File: src/logic/ttpm_pkg.sv
// Package for the thermistor trip and pulse monitor block
package ttpm_pkg;
    // Thermistor protection select codes
    localparam logic [1:0] TH_OFF = 2'h0;
    localparam logic [1:0] TH_PTC = 2'h1;
    localparam logic [1:0] TH_NTC = 2'h2;
    // Setting ranges
    localparam logic [13:0] TRIP_LEVEL_MAX   = 14'h270F;    // 9999 ohms
    localparam logic [13:0] TH_GAIN_MAX      = 14'h2710;    // 1000.0 in tenths
    localparam logic [13:0] TH_GAIN_UNITY    = 14'h03E8;    // 100.0 in tenths
    localparam logic [13:0] TH_OPEN_OHMS     = 14'h3FFF;    // Raw reading of an open input
    localparam logic [7:0]  PM_GAIN_MIN      = 8'h32;       // 50 percent
    localparam logic [7:0]  PM_GAIN_MAX      = 8'hC8;       // 200 percent
    localparam logic [7:0]  PM_GAIN_RESET    = 8'h64;       // 100 percent
    localparam logic [7:0]  CM_REF_MIN       = 8'h14;       // 0.2 x rated, percent
    localparam logic [7:0]  CM_REF_MAX       = 8'h96;       // 1.5 x rated, percent
    // Pulse monitor source codes
    localparam logic [3:0] SRC_FREQ   = 4'h0;
    localparam logic [3:0] SRC_CURR   = 4'h1;
    localparam logic [3:0] SRC_TORQ   = 4'h2;
    localparam logic [3:0] SRC_DFREQ  = 4'h3;
    localparam logic [3:0] SRC_VOLT   = 4'h4;
    localparam logic [3:0] SRC_POWER  = 4'h5;
    localparam logic [3:0] SRC_THERM  = 4'h6;
    localparam logic [3:0] SRC_RAMP   = 4'h7;
    localparam logic [3:0] SRC_DCURR  = 4'h8;
    localparam logic [3:0] SRC_MTEMP  = 4'h9;
    localparam logic [3:0] SRC_HTEMP  = 4'hA;
    localparam logic [3:0] SRC_ANALOG = 4'hC;
    // Full scale values, in tenths of a percent or tenths of a degree
    localparam logic [15:0] FS_200PCT = 16'h07D0;
    localparam logic [15:0] FS_133PCT = 16'h0533;
    localparam logic [15:0] FS_100PCT = 16'h03E8;
    localparam logic [15:0] FS_200DEG = 16'h07D0;
    // Timing
    localparam int CLK_HZ       = 25000000;
    localparam int MATCH_HZ     = 1440;
    localparam int MATCH_HALF   = CLK_HZ / (2 * MATCH_HZ);
    localparam int PWM_BITS     = 10;
    // Register map (byte addresses)
    localparam logic [7:0] A_TH_SEL   = 8'h00;
    localparam logic [7:0] A_TRIP_LVL = 8'h04;
    localparam logic [7:0] A_TH_GAIN  = 8'h08;
    localparam logic [7:0] A_PM_SRC   = 8'h0C;
    localparam logic [7:0] A_CM_REF   = 8'h10;
    localparam logic [7:0] A_PM_GAIN  = 8'h14;
    localparam logic [7:0] A_STATUS   = 8'h18;
    localparam logic [7:0] A_IRQ_STS  = 8'h1C;
    localparam logic [7:0] A_IRQ_EN   = 8'h20;
    localparam logic [7:0] A_IRQ_CLR  = 8'h24;
    localparam logic [7:0] A_TRIP_RST = 8'h28;
    // Interrupt bits
    localparam int IRQ_TRIP  = 0;
    localparam int IRQ_MATCH = 1;
    // Register bus request
    typedef struct packed {
        logic        wr;
        logic        rd;
        logic [7:0]  addr;
        logic [31:0] wdata;
    } ttpm_bus_t;
    // Drive quantities sampled by the monitor
    typedef struct packed {
        logic [15:0] out_freq;      // Hz x10
        logic [15:0] ramp_freq;     // Hz x10
        logic [15:0] max_freq;      // Hz x10
        logic [15:0] current;       // Percent of rating x10
        logic [15:0] torque;        // Percent x10
        logic [15:0] voltage;       // Percent x10
        logic [15:0] power;         // Percent x10
        logic [15:0] thermal;       // Percent x10
        logic signed [15:0] motor_temp;  // Degrees x10
        logic signed [15:0] sink_temp;   // Degrees x10
        logic [15:0] analog;        // Percent x10
    } ttpm_drive_t;
endpackage : ttpm_pkg

File: src/logic/ttpm_top.sv
// Thermistor trip and pulse monitor logic
// Functional notes
// - Protect select: 00 off, 01 positive coefficient, 02 negative coefficient.
// - Trip when trimmed resistance reaches trip level, settable 0 to 9999.
// - Gain trim on thermistor reading, settable 0.0 to 1000.
// - Positive coefficient selected with no thermistor connected trips the drive.
// - Sources 00 and 07: output or ramp frequency, maximum frequency full scale.
// - Sources 01, 02, 05: current, torque, power, 200 percent full scale.
// - Source 04: voltage, 133 percent full scale.
// - Sources 06 and 12: thermal overload or analog value, 100 percent scale.
// - Sources 09 and 10: temperatures over 0 to 200 degrees, negatives clamped.
// - Source 03: pulse train whose frequency follows output frequency.
// - Current match mode drives 1440 Hz when current matches reference.
// - Current reference accepted from 0.2 to 1.5 times rated current.
// - Torque source only given under sensorless vector control.
// - Meter output scaled by gain settable 50 to 200 percent.
//
// The register addresses and strobed register access are this design's own decisions.
`timescale 1ns/10ps
`default_nettype none
module ttpm_top
    import ttpm_pkg::*;
#(
    parameter int MATCH_TOL = 5     // Current match window, tenths of percent
) (
    input  wire logic                 ref_clk_i,
    input  wire logic                 rst_i,
    input  wire logic                 clk_en_i,
    input  wire ttpm_pkg::ttpm_bus_t  bus_i,
    output logic [31:0]               rdata_o,
    input  wire logic [13:0]          th_ohms_i,
    input  wire logic                 th_present_i,
    input  wire logic                 svc_mode_i,
    input  wire ttpm_pkg::ttpm_drive_t drive_i,
    output logic                      trip_o,
    output logic                      pulse_monitor_pin_o,
    output logic                      irq_o
);
    import ttpm_pkg::*;

    if (MATCH_TOL < 0 || MATCH_TOL > 100) begin : g_bad_tol
        $error("MATCH_TOL out of range");
    end

    // Settings
    logic [1:0]  thermistor_protect_select;
    logic [13:0] thermal_trip_level;
    logic [13:0] thermistor_input_gain;
    logic [3:0]  pulse_monitor_source_select;
    logic [7:0]  current_match_reference;
    logic [7:0]  pulse_monitor_gain;
    logic        trip;
    logic [1:0]  irq_sts;
    logic [1:0]  irq_en;
    logic        match_q;
    logic [31:0] rdata;

    // Address decode
    wire wr_sel   = bus_i.wr && clk_en_i;
    wire w_sel    = wr_sel && bus_i.addr == A_TH_SEL;
    wire w_lvl    = wr_sel && bus_i.addr == A_TRIP_LVL;
    wire w_gain   = wr_sel && bus_i.addr == A_TH_GAIN;
    wire w_src    = wr_sel && bus_i.addr == A_PM_SRC;
    wire w_ref    = wr_sel && bus_i.addr == A_CM_REF;
    wire w_pgain  = wr_sel && bus_i.addr == A_PM_GAIN;
    wire w_ien    = wr_sel && bus_i.addr == A_IRQ_EN;
    wire w_iclr   = wr_sel && bus_i.addr == A_IRQ_CLR;
    wire w_trst   = wr_sel && bus_i.addr == A_TRIP_RST && bus_i.wdata[0];

    // Range limited write values; out of range writes are clamped, a protect select write of 3 is ignored
    wire [13:0] wd14      = bus_i.wdata[13:0];
    wire [7:0]  wd8       = bus_i.wdata[7:0];
    wire [13:0] lvl_wr    = (wd14 > TRIP_LEVEL_MAX) ? TRIP_LEVEL_MAX : wd14;
    wire [13:0] gain_wr   = (wd14 > TH_GAIN_MAX) ? TH_GAIN_MAX : wd14;
    wire [7:0]  ref_wr    = (wd8 < CM_REF_MIN) ? CM_REF_MIN :
                            (wd8 > CM_REF_MAX) ? CM_REF_MAX : wd8;
    wire [7:0]  pgain_wr  = (wd8 < PM_GAIN_MIN) ? PM_GAIN_MIN :
                            (wd8 > PM_GAIN_MAX) ? PM_GAIN_MAX : wd8;
    wire        sel_ok    = bus_i.wdata[1:0] != 2'h3;

    // Settings registers
    always_ff @(posedge ref_clk_i) begin
        if (rst_i) begin
            thermistor_protect_select   <= TH_OFF;
            thermal_trip_level          <= TRIP_LEVEL_MAX;
            thermistor_input_gain       <= TH_GAIN_UNITY;
            pulse_monitor_source_select <= SRC_FREQ;
            current_match_reference     <= CM_REF_MIN;
            pulse_monitor_gain          <= PM_GAIN_RESET;
        end else begin
            if (w_sel && sel_ok) thermistor_protect_select <= bus_i.wdata[1:0];
            if (w_lvl)   thermal_trip_level          <= lvl_wr;
            if (w_gain)  thermistor_input_gain       <= gain_wr;
            if (w_src)   pulse_monitor_source_select <= bus_i.wdata[3:0];
            if (w_ref)   current_match_reference     <= ref_wr;
            if (w_pgain) pulse_monitor_gain          <= pgain_wr;
        end
    end

    // Thermistor trim: resistance x gain / 100.0, saturated to 14 bits
    wire [27:0] th_prod   = th_ohms_i * thermistor_input_gain;
    wire [27:0] th_div    = th_prod / 28'(TH_GAIN_UNITY);
    wire [13:0] th_trim   = (th_div > 28'(TH_OPEN_OHMS)) ? TH_OPEN_OHMS : th_div[13:0];
    // Positive coefficient trips as resistance rises, negative as it falls
    wire ptc_hit  = thermistor_protect_select == TH_PTC &&
                    (th_trim >= thermal_trip_level || !th_present_i);
    wire ntc_hit  = thermistor_protect_select == TH_NTC && th_present_i &&
                    th_trim <= thermal_trip_level;
    wire trip_set = ptc_hit || ntc_hit;

    // Trip latch; a fresh trip wins over a reset in the same cycle
    always_ff @(posedge ref_clk_i) begin
        if (rst_i) begin
            trip <= 1'b0;
        end else if (clk_en_i) begin
            trip <= trip_set || (trip && !w_trst);
        end
    end

    // Current match detect within a small window
    wire [15:0] ref_pct   = {8'h00, current_match_reference} * 16'h000A;
    wire [15:0] cur_diff  = (drive_i.current > ref_pct) ? drive_i.current - ref_pct
                                                          : ref_pct - drive_i.current;
    wire        cur_match = cur_diff <= 16'(MATCH_TOL);

    // Source selection and full scale
    logic [15:0] src_val;
    logic [15:0] src_fs;
    wire [15:0] mtemp = drive_i.motor_temp[15] ? 16'h0000 : drive_i.motor_temp;
    wire [15:0] htemp = drive_i.sink_temp[15] ? 16'h0000 : drive_i.sink_temp;
    always_comb begin
        src_val = 16'h0000;
        src_fs  = FS_100PCT;
        case (pulse_monitor_source_select)
            SRC_FREQ:   begin src_val = drive_i.out_freq;  src_fs = drive_i.max_freq; end
            SRC_RAMP:   begin src_val = drive_i.ramp_freq; src_fs = drive_i.max_freq; end
            SRC_CURR:   begin src_val = drive_i.current;   src_fs = FS_200PCT; end
            SRC_TORQ:   begin src_val = svc_mode_i ? drive_i.torque : 16'h0000;
                              src_fs = FS_200PCT; end
            SRC_POWER:  begin src_val = drive_i.power;     src_fs = FS_200PCT; end
            SRC_VOLT:   begin src_val = drive_i.voltage;   src_fs = FS_133PCT; end
            SRC_THERM:  begin src_val = drive_i.thermal;   src_fs = FS_100PCT; end
            SRC_ANALOG: begin src_val = drive_i.analog;    src_fs = FS_100PCT; end
            SRC_MTEMP:  begin src_val = mtemp;             src_fs = FS_200DEG; end
            SRC_HTEMP:  begin src_val = htemp;             src_fs = FS_200DEG; end
            default:    begin src_val = 16'h0000;          src_fs = FS_100PCT; end
        endcase
    end

    // Linear duty: value x gain / full scale, clamped at full duty
    // 48 bits so a large quantity still clamps instead of wrapping
    wire [47:0] scaled   = 48'(src_val) * 48'(pulse_monitor_gain) * 48'h000000000400;
    wire [47:0] fs_x100  = 48'(src_fs) * 48'h000000000064;
    wire [47:0] duty_raw = (src_fs == 16'h0000) ? 48'h000000000000 : scaled / fs_x100;
    wire [PWM_BITS-1:0] duty = (duty_raw > 48'h0000000003FF) ? 10'h3FF
                                                            : duty_raw[PWM_BITS-1:0];

    // Meter mode PWM carrier
    logic [PWM_BITS-1:0] pwm_cnt;
    logic [PWM_BITS-1:0] duty_q;
    always_ff @(posedge ref_clk_i) begin
        if (rst_i) begin
            pwm_cnt <= '0;
            duty_q  <= '0;
        end else if (clk_en_i) begin
            pwm_cnt <= pwm_cnt + 1'b1;
            if (pwm_cnt == '1) duty_q <= duty;
        end
    end
    wire pwm_out = pwm_cnt < duty_q;

    // Frequency pulse train: phase accumulator, output rate = out_freq / 10 Hz
    // Step near 2^38 / (25 MHz x 10); rounding leaves the rate about 0.05 percent high
    localparam logic [31:0] HZ10_STEP = 32'h0000044C;
    logic [37:0] phase;
    wire [37:0] dfreq_step = {22'h000000, drive_i.out_freq} * 38'(HZ10_STEP);
    always_ff @(posedge ref_clk_i) begin
        if (rst_i) begin
            phase <= '0;
        end else if (clk_en_i) begin
            phase <= phase + dfreq_step;
        end
    end
    wire dfreq_out = phase[37];

    // 1440 Hz square wave for current match
    localparam int HALF_W = $clog2(MATCH_HALF + 1);
    logic [HALF_W-1:0] half_cnt;
    logic              match_wave;
    always_ff @(posedge ref_clk_i) begin
        if (rst_i) begin
            half_cnt   <= '0;
            match_wave <= 1'b0;
        end else if (clk_en_i) begin
            if (half_cnt == HALF_W'(MATCH_HALF - 1)) begin
                half_cnt   <= '0;
                match_wave <= ~match_wave;
            end else begin
                half_cnt <= half_cnt + 1'b1;
            end
        end
    end

    // Output pin register
    logic next_pin;
    always_comb begin
        case (pulse_monitor_source_select)
            SRC_DFREQ: next_pin = dfreq_out;
            SRC_DCURR: next_pin = cur_match & match_wave;
            default:   next_pin = pwm_out;
        endcase
    end
    always_ff @(posedge ref_clk_i) begin
        if (rst_i) begin
            pulse_monitor_pin_o <= 1'b0;
            match_q             <= 1'b0;
        end else if (clk_en_i) begin
            pulse_monitor_pin_o <= next_pin;
            match_q             <= cur_match;
        end
    end

    // Interrupt status: set wins over clear
    wire [1:0] irq_evt = {cur_match & ~match_q, trip_set & ~trip};
    always_ff @(posedge ref_clk_i) begin
        if (rst_i) begin
            irq_sts <= 2'h0;
            irq_en  <= 2'h0;
        end else if (clk_en_i) begin
            irq_sts <= irq_evt | (irq_sts & ~({2{w_iclr}} & bus_i.wdata[1:0]));
            if (w_ien) irq_en <= bus_i.wdata[1:0];
        end
    end

    // Read mux, data valid one cycle after the strobe
    always_comb begin
        case (bus_i.addr)
            A_TH_SEL:   rdata = {30'h0, thermistor_protect_select};
            A_TRIP_LVL: rdata = {18'h0, thermal_trip_level};
            A_TH_GAIN:  rdata = {18'h0, thermistor_input_gain};
            A_PM_SRC:   rdata = {28'h0, pulse_monitor_source_select};
            A_CM_REF:   rdata = {24'h0, current_match_reference};
            A_PM_GAIN:  rdata = {24'h0, pulse_monitor_gain};
            A_STATUS:   rdata = {16'h0, th_trim, match_q, trip};
            A_IRQ_STS:  rdata = {30'h0, irq_sts};
            A_IRQ_EN:   rdata = {30'h0, irq_en};
            default:    rdata = 32'h00000000;
        endcase
    end
    always_ff @(posedge ref_clk_i) begin
        if (rst_i) begin
            rdata_o <= 32'h00000000;
        end else if (clk_en_i) begin
            rdata_o <= bus_i.rd ? rdata : 32'h00000000;
        end
    end

    assign trip_o = trip;
    assign irq_o  = |(irq_sts & irq_en);

    // Assertions
    property p_trip_hold;
        @(posedge ref_clk_i) disable iff (rst_i)
        trip && clk_en_i && !w_trst |=> trip;
    endproperty
    a_trip_hold: assert property (p_trip_hold) else $error("trip dropped");

    property p_trip_set;
        @(posedge ref_clk_i) disable iff (rst_i)
        trip_set && clk_en_i |=> trip_o;
    endproperty
    a_trip_set: assert property (p_trip_set) else $error("trip not raised");

    property p_open_ptc;
        @(posedge ref_clk_i) disable iff (rst_i)
        clk_en_i && thermistor_protect_select == TH_PTC && !th_present_i |=> trip;
    endproperty
    a_open_ptc: assert property (p_open_ptc) else $error("open ptc no trip");

    property p_off_notrip;
        @(posedge ref_clk_i) disable iff (rst_i)
        thermistor_protect_select == TH_OFF |-> !trip_set;
    endproperty
    a_off_notrip: assert property (p_off_notrip) else $error("trip while off");

    property p_gain_range;
        @(posedge ref_clk_i) disable iff (rst_i)
        pulse_monitor_gain >= PM_GAIN_MIN && pulse_monitor_gain <= PM_GAIN_MAX;
    endproperty
    a_gain_range: assert property (p_gain_range) else $error("gain range");

    property p_ref_range;
        @(posedge ref_clk_i) disable iff (rst_i)
        current_match_reference >= CM_REF_MIN && current_match_reference <= CM_REF_MAX;
    endproperty
    a_ref_range: assert property (p_ref_range) else $error("reference range");

    property p_nomatch_low;
        @(posedge ref_clk_i) disable iff (rst_i)
        clk_en_i && pulse_monitor_source_select == SRC_DCURR && !cur_match
            |=> !pulse_monitor_pin_o;
    endproperty
    a_nomatch_low: assert property (p_nomatch_low) else $error("pin high no match");

    property p_torq_svc;
        @(posedge ref_clk_i) disable iff (rst_i)
        pulse_monitor_source_select == SRC_TORQ && !svc_mode_i |-> src_val == 16'h0000;
    endproperty
    a_torq_svc: assert property (p_torq_svc) else $error("torque without svc");

    property p_temp_clamp;
        @(posedge ref_clk_i) disable iff (rst_i)
        (pulse_monitor_source_select == SRC_MTEMP && drive_i.motor_temp[15]) ||
        (pulse_monitor_source_select == SRC_HTEMP && drive_i.sink_temp[15])
            |-> duty == '0;
    endproperty
    a_temp_clamp: assert property (p_temp_clamp) else $error("negative temp");

    c_trip:   cover property (@(posedge ref_clk_i) disable iff (rst_i) $rose(trip));
    c_match:  cover property (@(posedge ref_clk_i) disable iff (rst_i)
                              cur_match && pulse_monitor_source_select == SRC_DCURR);
    c_full:   cover property (@(posedge ref_clk_i) disable iff (rst_i) duty == 10'h3FF);
endmodule : ttpm_top
`default_nettype wire

File: config.mk
export PLATFORM = sky130hd
export DESIGN_NAME = ttpm_top
export DESIGN_NICKNAME = d
export VERILOG_FILES = /design/src/logic/ttpm_pkg.sv /design/src/logic/ttpm_top.sv
export SDC_FILE = /design/constraint.sdc
export NUM_CORES = 2
export LEC_CHECK = 0
export BUFFER_PORTS_ARGS = -buffer_cell sky130_fd_sc_hd__clkbuf_2
export CAP_MARGIN = 20
export CORE_MARGIN = 2
export CORE_UTILIZATION = 35
export DETAILED_ROUTE_END_ITERATION = 6
export PLACE_DENSITY = 0.47
export SLEW_MARGIN = 40
export SYNTH_ARGS = -nofsm -noshare
export SYNTH_HDL_FRONTEND = slang
export SYNTH_SLANG_ARGS = --single-unit
File: constraint.sdc
create_clock -name ref_clk_i -period 506.3 [get_ports ref_clk_i]
set_input_delay 0 -clock ref_clk_i [delete_from_list [all_inputs] [get_ports ref_clk_i]]
set_output_delay 0 -clock ref_clk_i [all_outputs]
set_load 0.02 [all_outputs]
Word-level counts from Yosys, hierarchy flattened --
Index checks and enable logic that the tools add are counted. W data, S select, Z words.
Storage, ports and cells: register bits after elaboration 162, output and inout port bits 35, word-level logic and storage cells 128
Cells by class: $add $sub $neg 5, $mul 5, div/mod/pow operators 2, order comparisons 13, equality and inequality tests 26, multiplexer cells 19, bitwise logic cells 11, reduce and logical (&&, ||, !) cells 30
Operators by type and width (number):
- $pmux W16 S10 | 1
- $pmux W16 S9 | 1
- $mux W14 | 4
- $div A34 B23 Y48 | 1
- $gt A48 B10 Y1 const B | 1
- $mux W48 | 1
- $pmux W16 S3 | 1
- $add A38 B27 Y38 | 1
- $eq A8 B5 Y1 const B | 4
- $mux W16 | 2
- $mux W32 | 1
- $mux W8 | 4
- $mux W15 | 2
- $div A28 B10 Y28 const B | 1
- $gt A14 B14 Y1 const B | 2
- $gt A28 B14 Y1 const B | 1
- $mul A14 B14 Y28 | 1
- $mul A16 B9 Y25 const B | 1
- $eq A8 B6 Y1 const B | 3
- $mul A16 B8 Y24 | 1
- $mul A16 B5 Y21 const B | 1
- $eq A4 B3 Y1 const B | 4
- $eq A4 B4 Y1 const B | 4
- $eq A8 B4 Y1 const B | 2
- 37 further kinds | 66

Logic depth before layout (Yosys ltp) --
word-level depth 10, gate-level depth with buffers 918, mapped depth without buffers 826

Worst setup path before layout --
OpenSTA, ideal clock, no wires.
path type register to register, from register pulse_monitor_source_select[0], to register duty_q[0], data arrival time 169768 ps, path slack 336395 ps, cell stages (with the launch flop) 866, period minus slack after synthesis 169905 ps, path through dfxtp_1 > clkbuf_1 > buf_1 > nor3_1 > a21oi_1 > clkbuf_1 > clkbuf_1 > ha_1 > ha_1 > ha_1 > a211o_1 > o21a_1 > xnor2_1 > and2_1 > nand3_1 > clkbuf_1 > buf_1 > nor2_1 > (+830 left out) > o21ai_0 > nand2b_1 > a21oi_1 > nor2b_1 > o21ai_0 > nand2b_1 > a21oi_1 > o221ai_1 > a21o_1 > a21o_1 > a21oi_1 > nand4bb_1 > a2111oi_0 > o2111ai_1 > nor3_1 > o2111ai_1 > a2111oi_1 > a211oi_1
Between the ends: longest elaborated chain between the ends 8
RTL lines:
- start: declaration | RTL line ttpm_top.sv:49 | logic [3:0] pulse_monitor_source_select;
- start signal: assignment | RTL line ttpm_top.sv:94 | if (w_src) pulse_monitor_source_select <= bus_i.wdata[3:0];
- $eq A4 B4 Y1, or another cell as far along | RTL line ttpm_top.sv:134 | case (pulse_monitor_source_select)
- $reduce_or A5 Y1 (no line) / $reduce_or A2 Y1 (equally long branches)
- $pmux W16 S3 | RTL line ttpm_top.sv:134
- $mul A16 B5 Y21 | RTL line ttpm_top.sv:153 | wire [47:0] fs_x100 = 48'(src_fs) * 48'h000000000064;
- $div A34 B23 Y48 | RTL line ttpm_top.sv:154 | wire [47:0] duty_raw = (src_fs == 16'h0000) ? 48'h000000000000 : scaled / fs_x100;
- $mux W48 (*) | RTL line ttpm_top.sv:154
- $gt A48 B10 Y1 | RTL line ttpm_top.sv:155 | wire [PWM_BITS-1:0] duty = (duty_raw > 48'h0000000003FF) ? 10'h3FF
- $mux W10 (*) | RTL line ttpm_top.sv:155
- end signal: assignment | RTL line ttpm_top.sv:167 | if (pwm_cnt == '1) duty_q <= duty;
- end: declaration | RTL line ttpm_top.sv:160 | logic [PWM_BITS-1:0] duty_q;
Every way passes the cells marked *; elsewhere a longest branch is shown, timed or not. A chain may end at the register's enable or synchronous reset.

==> qor.csv <==
metric,value,unit
outcome,finished clean,
synthTopCellsByCount,"1107 x ha_1, 995 x nor2_1, 888 x nand2_1",
clk_latency,460,ps
io_buffers,237,
num_rows,171,
gp_congestion,0.914,
synth_compound_area_frac,0.276,
critPathMaxFanout,53,
hold_path.class,primary input to register,
synthCells,10600,
synth-adder-area-share,0.251,
synth_most_common_cell,ha_1,
maxCapViolations,0,
antenna_found_initial,9,
synth_mux_area_frac,0.0435,
seq_area_frac_synth,0.0377,
holdWs,41.6,ps
synth_ff_type,dfxtp_1,
htreeDepth,4,
reg2reg_depth,798,
clk_path_buf_depth,2,
die_x,471,um
ys_ff_latch,144,
relSlewSlack,0.329,
reg2reg_slack,317990,ps
drt-total-wl,275000,um
die-area,222000,um2
clkTransAtPathRegs,80,ps
first_global_vias,76500,
viasPerCell,5.85,
start_util,0.352,
setup_tns,0,ps
dp_hpwl,226000,um
critPathLaunch,pulse_monitor_source_select[2],
grt_max_degree,96,
synth_top_family_by_area,compound AO/OA/AOI/OAI gates,
drive_above_1_share,0.0912,
via_count,79100,
die_h,471,um
synth_edf_count,0,
slowest_stage,nor2_1,
cp-start-kind,register,
cts.sinks,144,
holdPathStages,3,
setup-violations-final,0,
cp.required,506610,ps
ys_warn_count,0,
numCtsBuffers,17,
syn_area,76500,um2
yosys.area.top_type,ha_1,
syn_avg_cell_area,7.23,um2
async_flop_share,0,
ios,272,
drc,0,
rsz0062_at_grt,no,
areaGrowthSynthToFinish,7.41,%
arrival,188620,ps
cts_tree,yes,
hold_path_end,pulse_monitor_source_select[1],
max_clock_freq,5.31,MHz
slew_viol_final,0,
cpMostUsedCell,o21a_1,
min-delay-start,bus_i[1],
cp-end-kind,register,
r2r_end,duty_q[0],
gr-total-overflow,0,
drtAntennaViolNets,0,
wire_per_inst,20.3,um
worst_pin_slew,991,ps
crit_type,register to register,
drt_iter0_markers,5384,
cts_root_buf,clkbuf_16,
critPathMaxStageDelay,860,ps
coreArea,217000,um2
drt_first_pass_iters,6,
reg2reg_from,pulse_monitor_source_select[2],
finalCriticalPeriod,188310,ps
synth_cell_type_count,140,
min_period_over_period,0.372,
hold_viol_final,0,
yosys-top-cells-area,"ha_1 18%, fa_1 6.9%, xnor2_1 5.1%",
yosys.area_share.simple,0.264,
clock_skew,13.3,ps
grt_use_total,0.239,
grt_pass1_wl,433000,um
nNetsFinal,12300,
synth_top_cell_area_share,0.181,
synth_xor_area_frac,0.0739,
## worst max-delay path, delay by kind of cell (launching register included)
kind	cells	cell delay, ps
AOI/OAI and AO/OA	595	129210
xor gates and xnor gates	1	410
adders and majority gates	52	16660
and+or+nand+nor	232	54620
DFF	1	530
muxes	10	3720
buffers and inverters	43	9530
## sequential cells by signal, summed over array words and instances, names as in the netlist, 10 cells and up
register,flops
phase,36
rdata_o,16
half_cnt,14
thermal_trip_level,14
thermistor_input_gain,14
duty_q,10
pwm_cnt,10
## per-stage QoR
step / setup WS [ps] / cells / utilization / cell area [um2]
floorplan: 336400 / 10600 / - / 76600
global placement: 319500 / 13500 / 0.373 / 81000
detailed placement: 319600 / 13500 / 0.374 / 81200
CTS: 318540 / 13500 / 0.377 / 81900
global route: 303380 / 13500 / 0.378 / 82100
finish: 317990 / 13500 / 0.378 / 82100
## how the worst max path moves through the flow
| stage | to | cells past startpoint |
|---|---|---|
| after floorplan | duty_q[0] | 1187 |
| after global routing | duty_q[0] | 932 |
| after detailed placement | duty_q[0] | 946 |
| final | duty_q[0] | 933 |
| after CTS | duty_q[0] | 932 |
| after global placement | duty_q[0] | 1187 |
## layout make-up
class | count | area [um2]
timing repair buffer | 410 | 2530
multi-input combinational | 9435 | 70100
clock inverter | 15 | 189
tap | 2854 | 3570
antenna | 7 | 17.5
fill | 23000 | 135000
clock buffer | 17 | 425
sequential | 144 | 2890
inverter | 644 | 2420
## what timing repair did
action,CTS,global route
buffers inserted,0,0
hold buffers,18,0
hold endpoints to repair,62,0
gates resized for setup,0,0
## layout by cell type, fill, tap and decap left out, drive strengths merged, types with 120 or more instances in the layout
cell and instances:
a21o 290, a21oi 768, a31oi 121, and2 170
buf 155, clkbuf 254, dfxtp 144, fa 263
ha 1107, inv 649, mux2 191, nand2 892
nand2b 164, nand3 233, nand4 163, nor2 998
nor2b 199, nor3 504, nor4 120, o21a 375
o21ai 422, o31ai 181, or2 159, xnor2 452
xor2 191
## metal layers
metal	track usage	vias up	part of all wire
li1	-	39100	-
met1	0.328	38000	0.48
met2	0.414	1771	0.47
met3	0.0130	229	0.037
met4	0.0410	4	0.017
met5	0	-	0.000098
## kinds of logic after synthesis
kind of cell / Yosys count
simple gates: 4002
xor+xnor: 643
fa+ha+maj: 1380
other cells: 1
mux: 307
flops: 144
compound gates: 3073
buf+inv: 1021
Power is not shown: default switching activity piles up to over one toggle a cycle in this logic, so the estimate is an artifact.
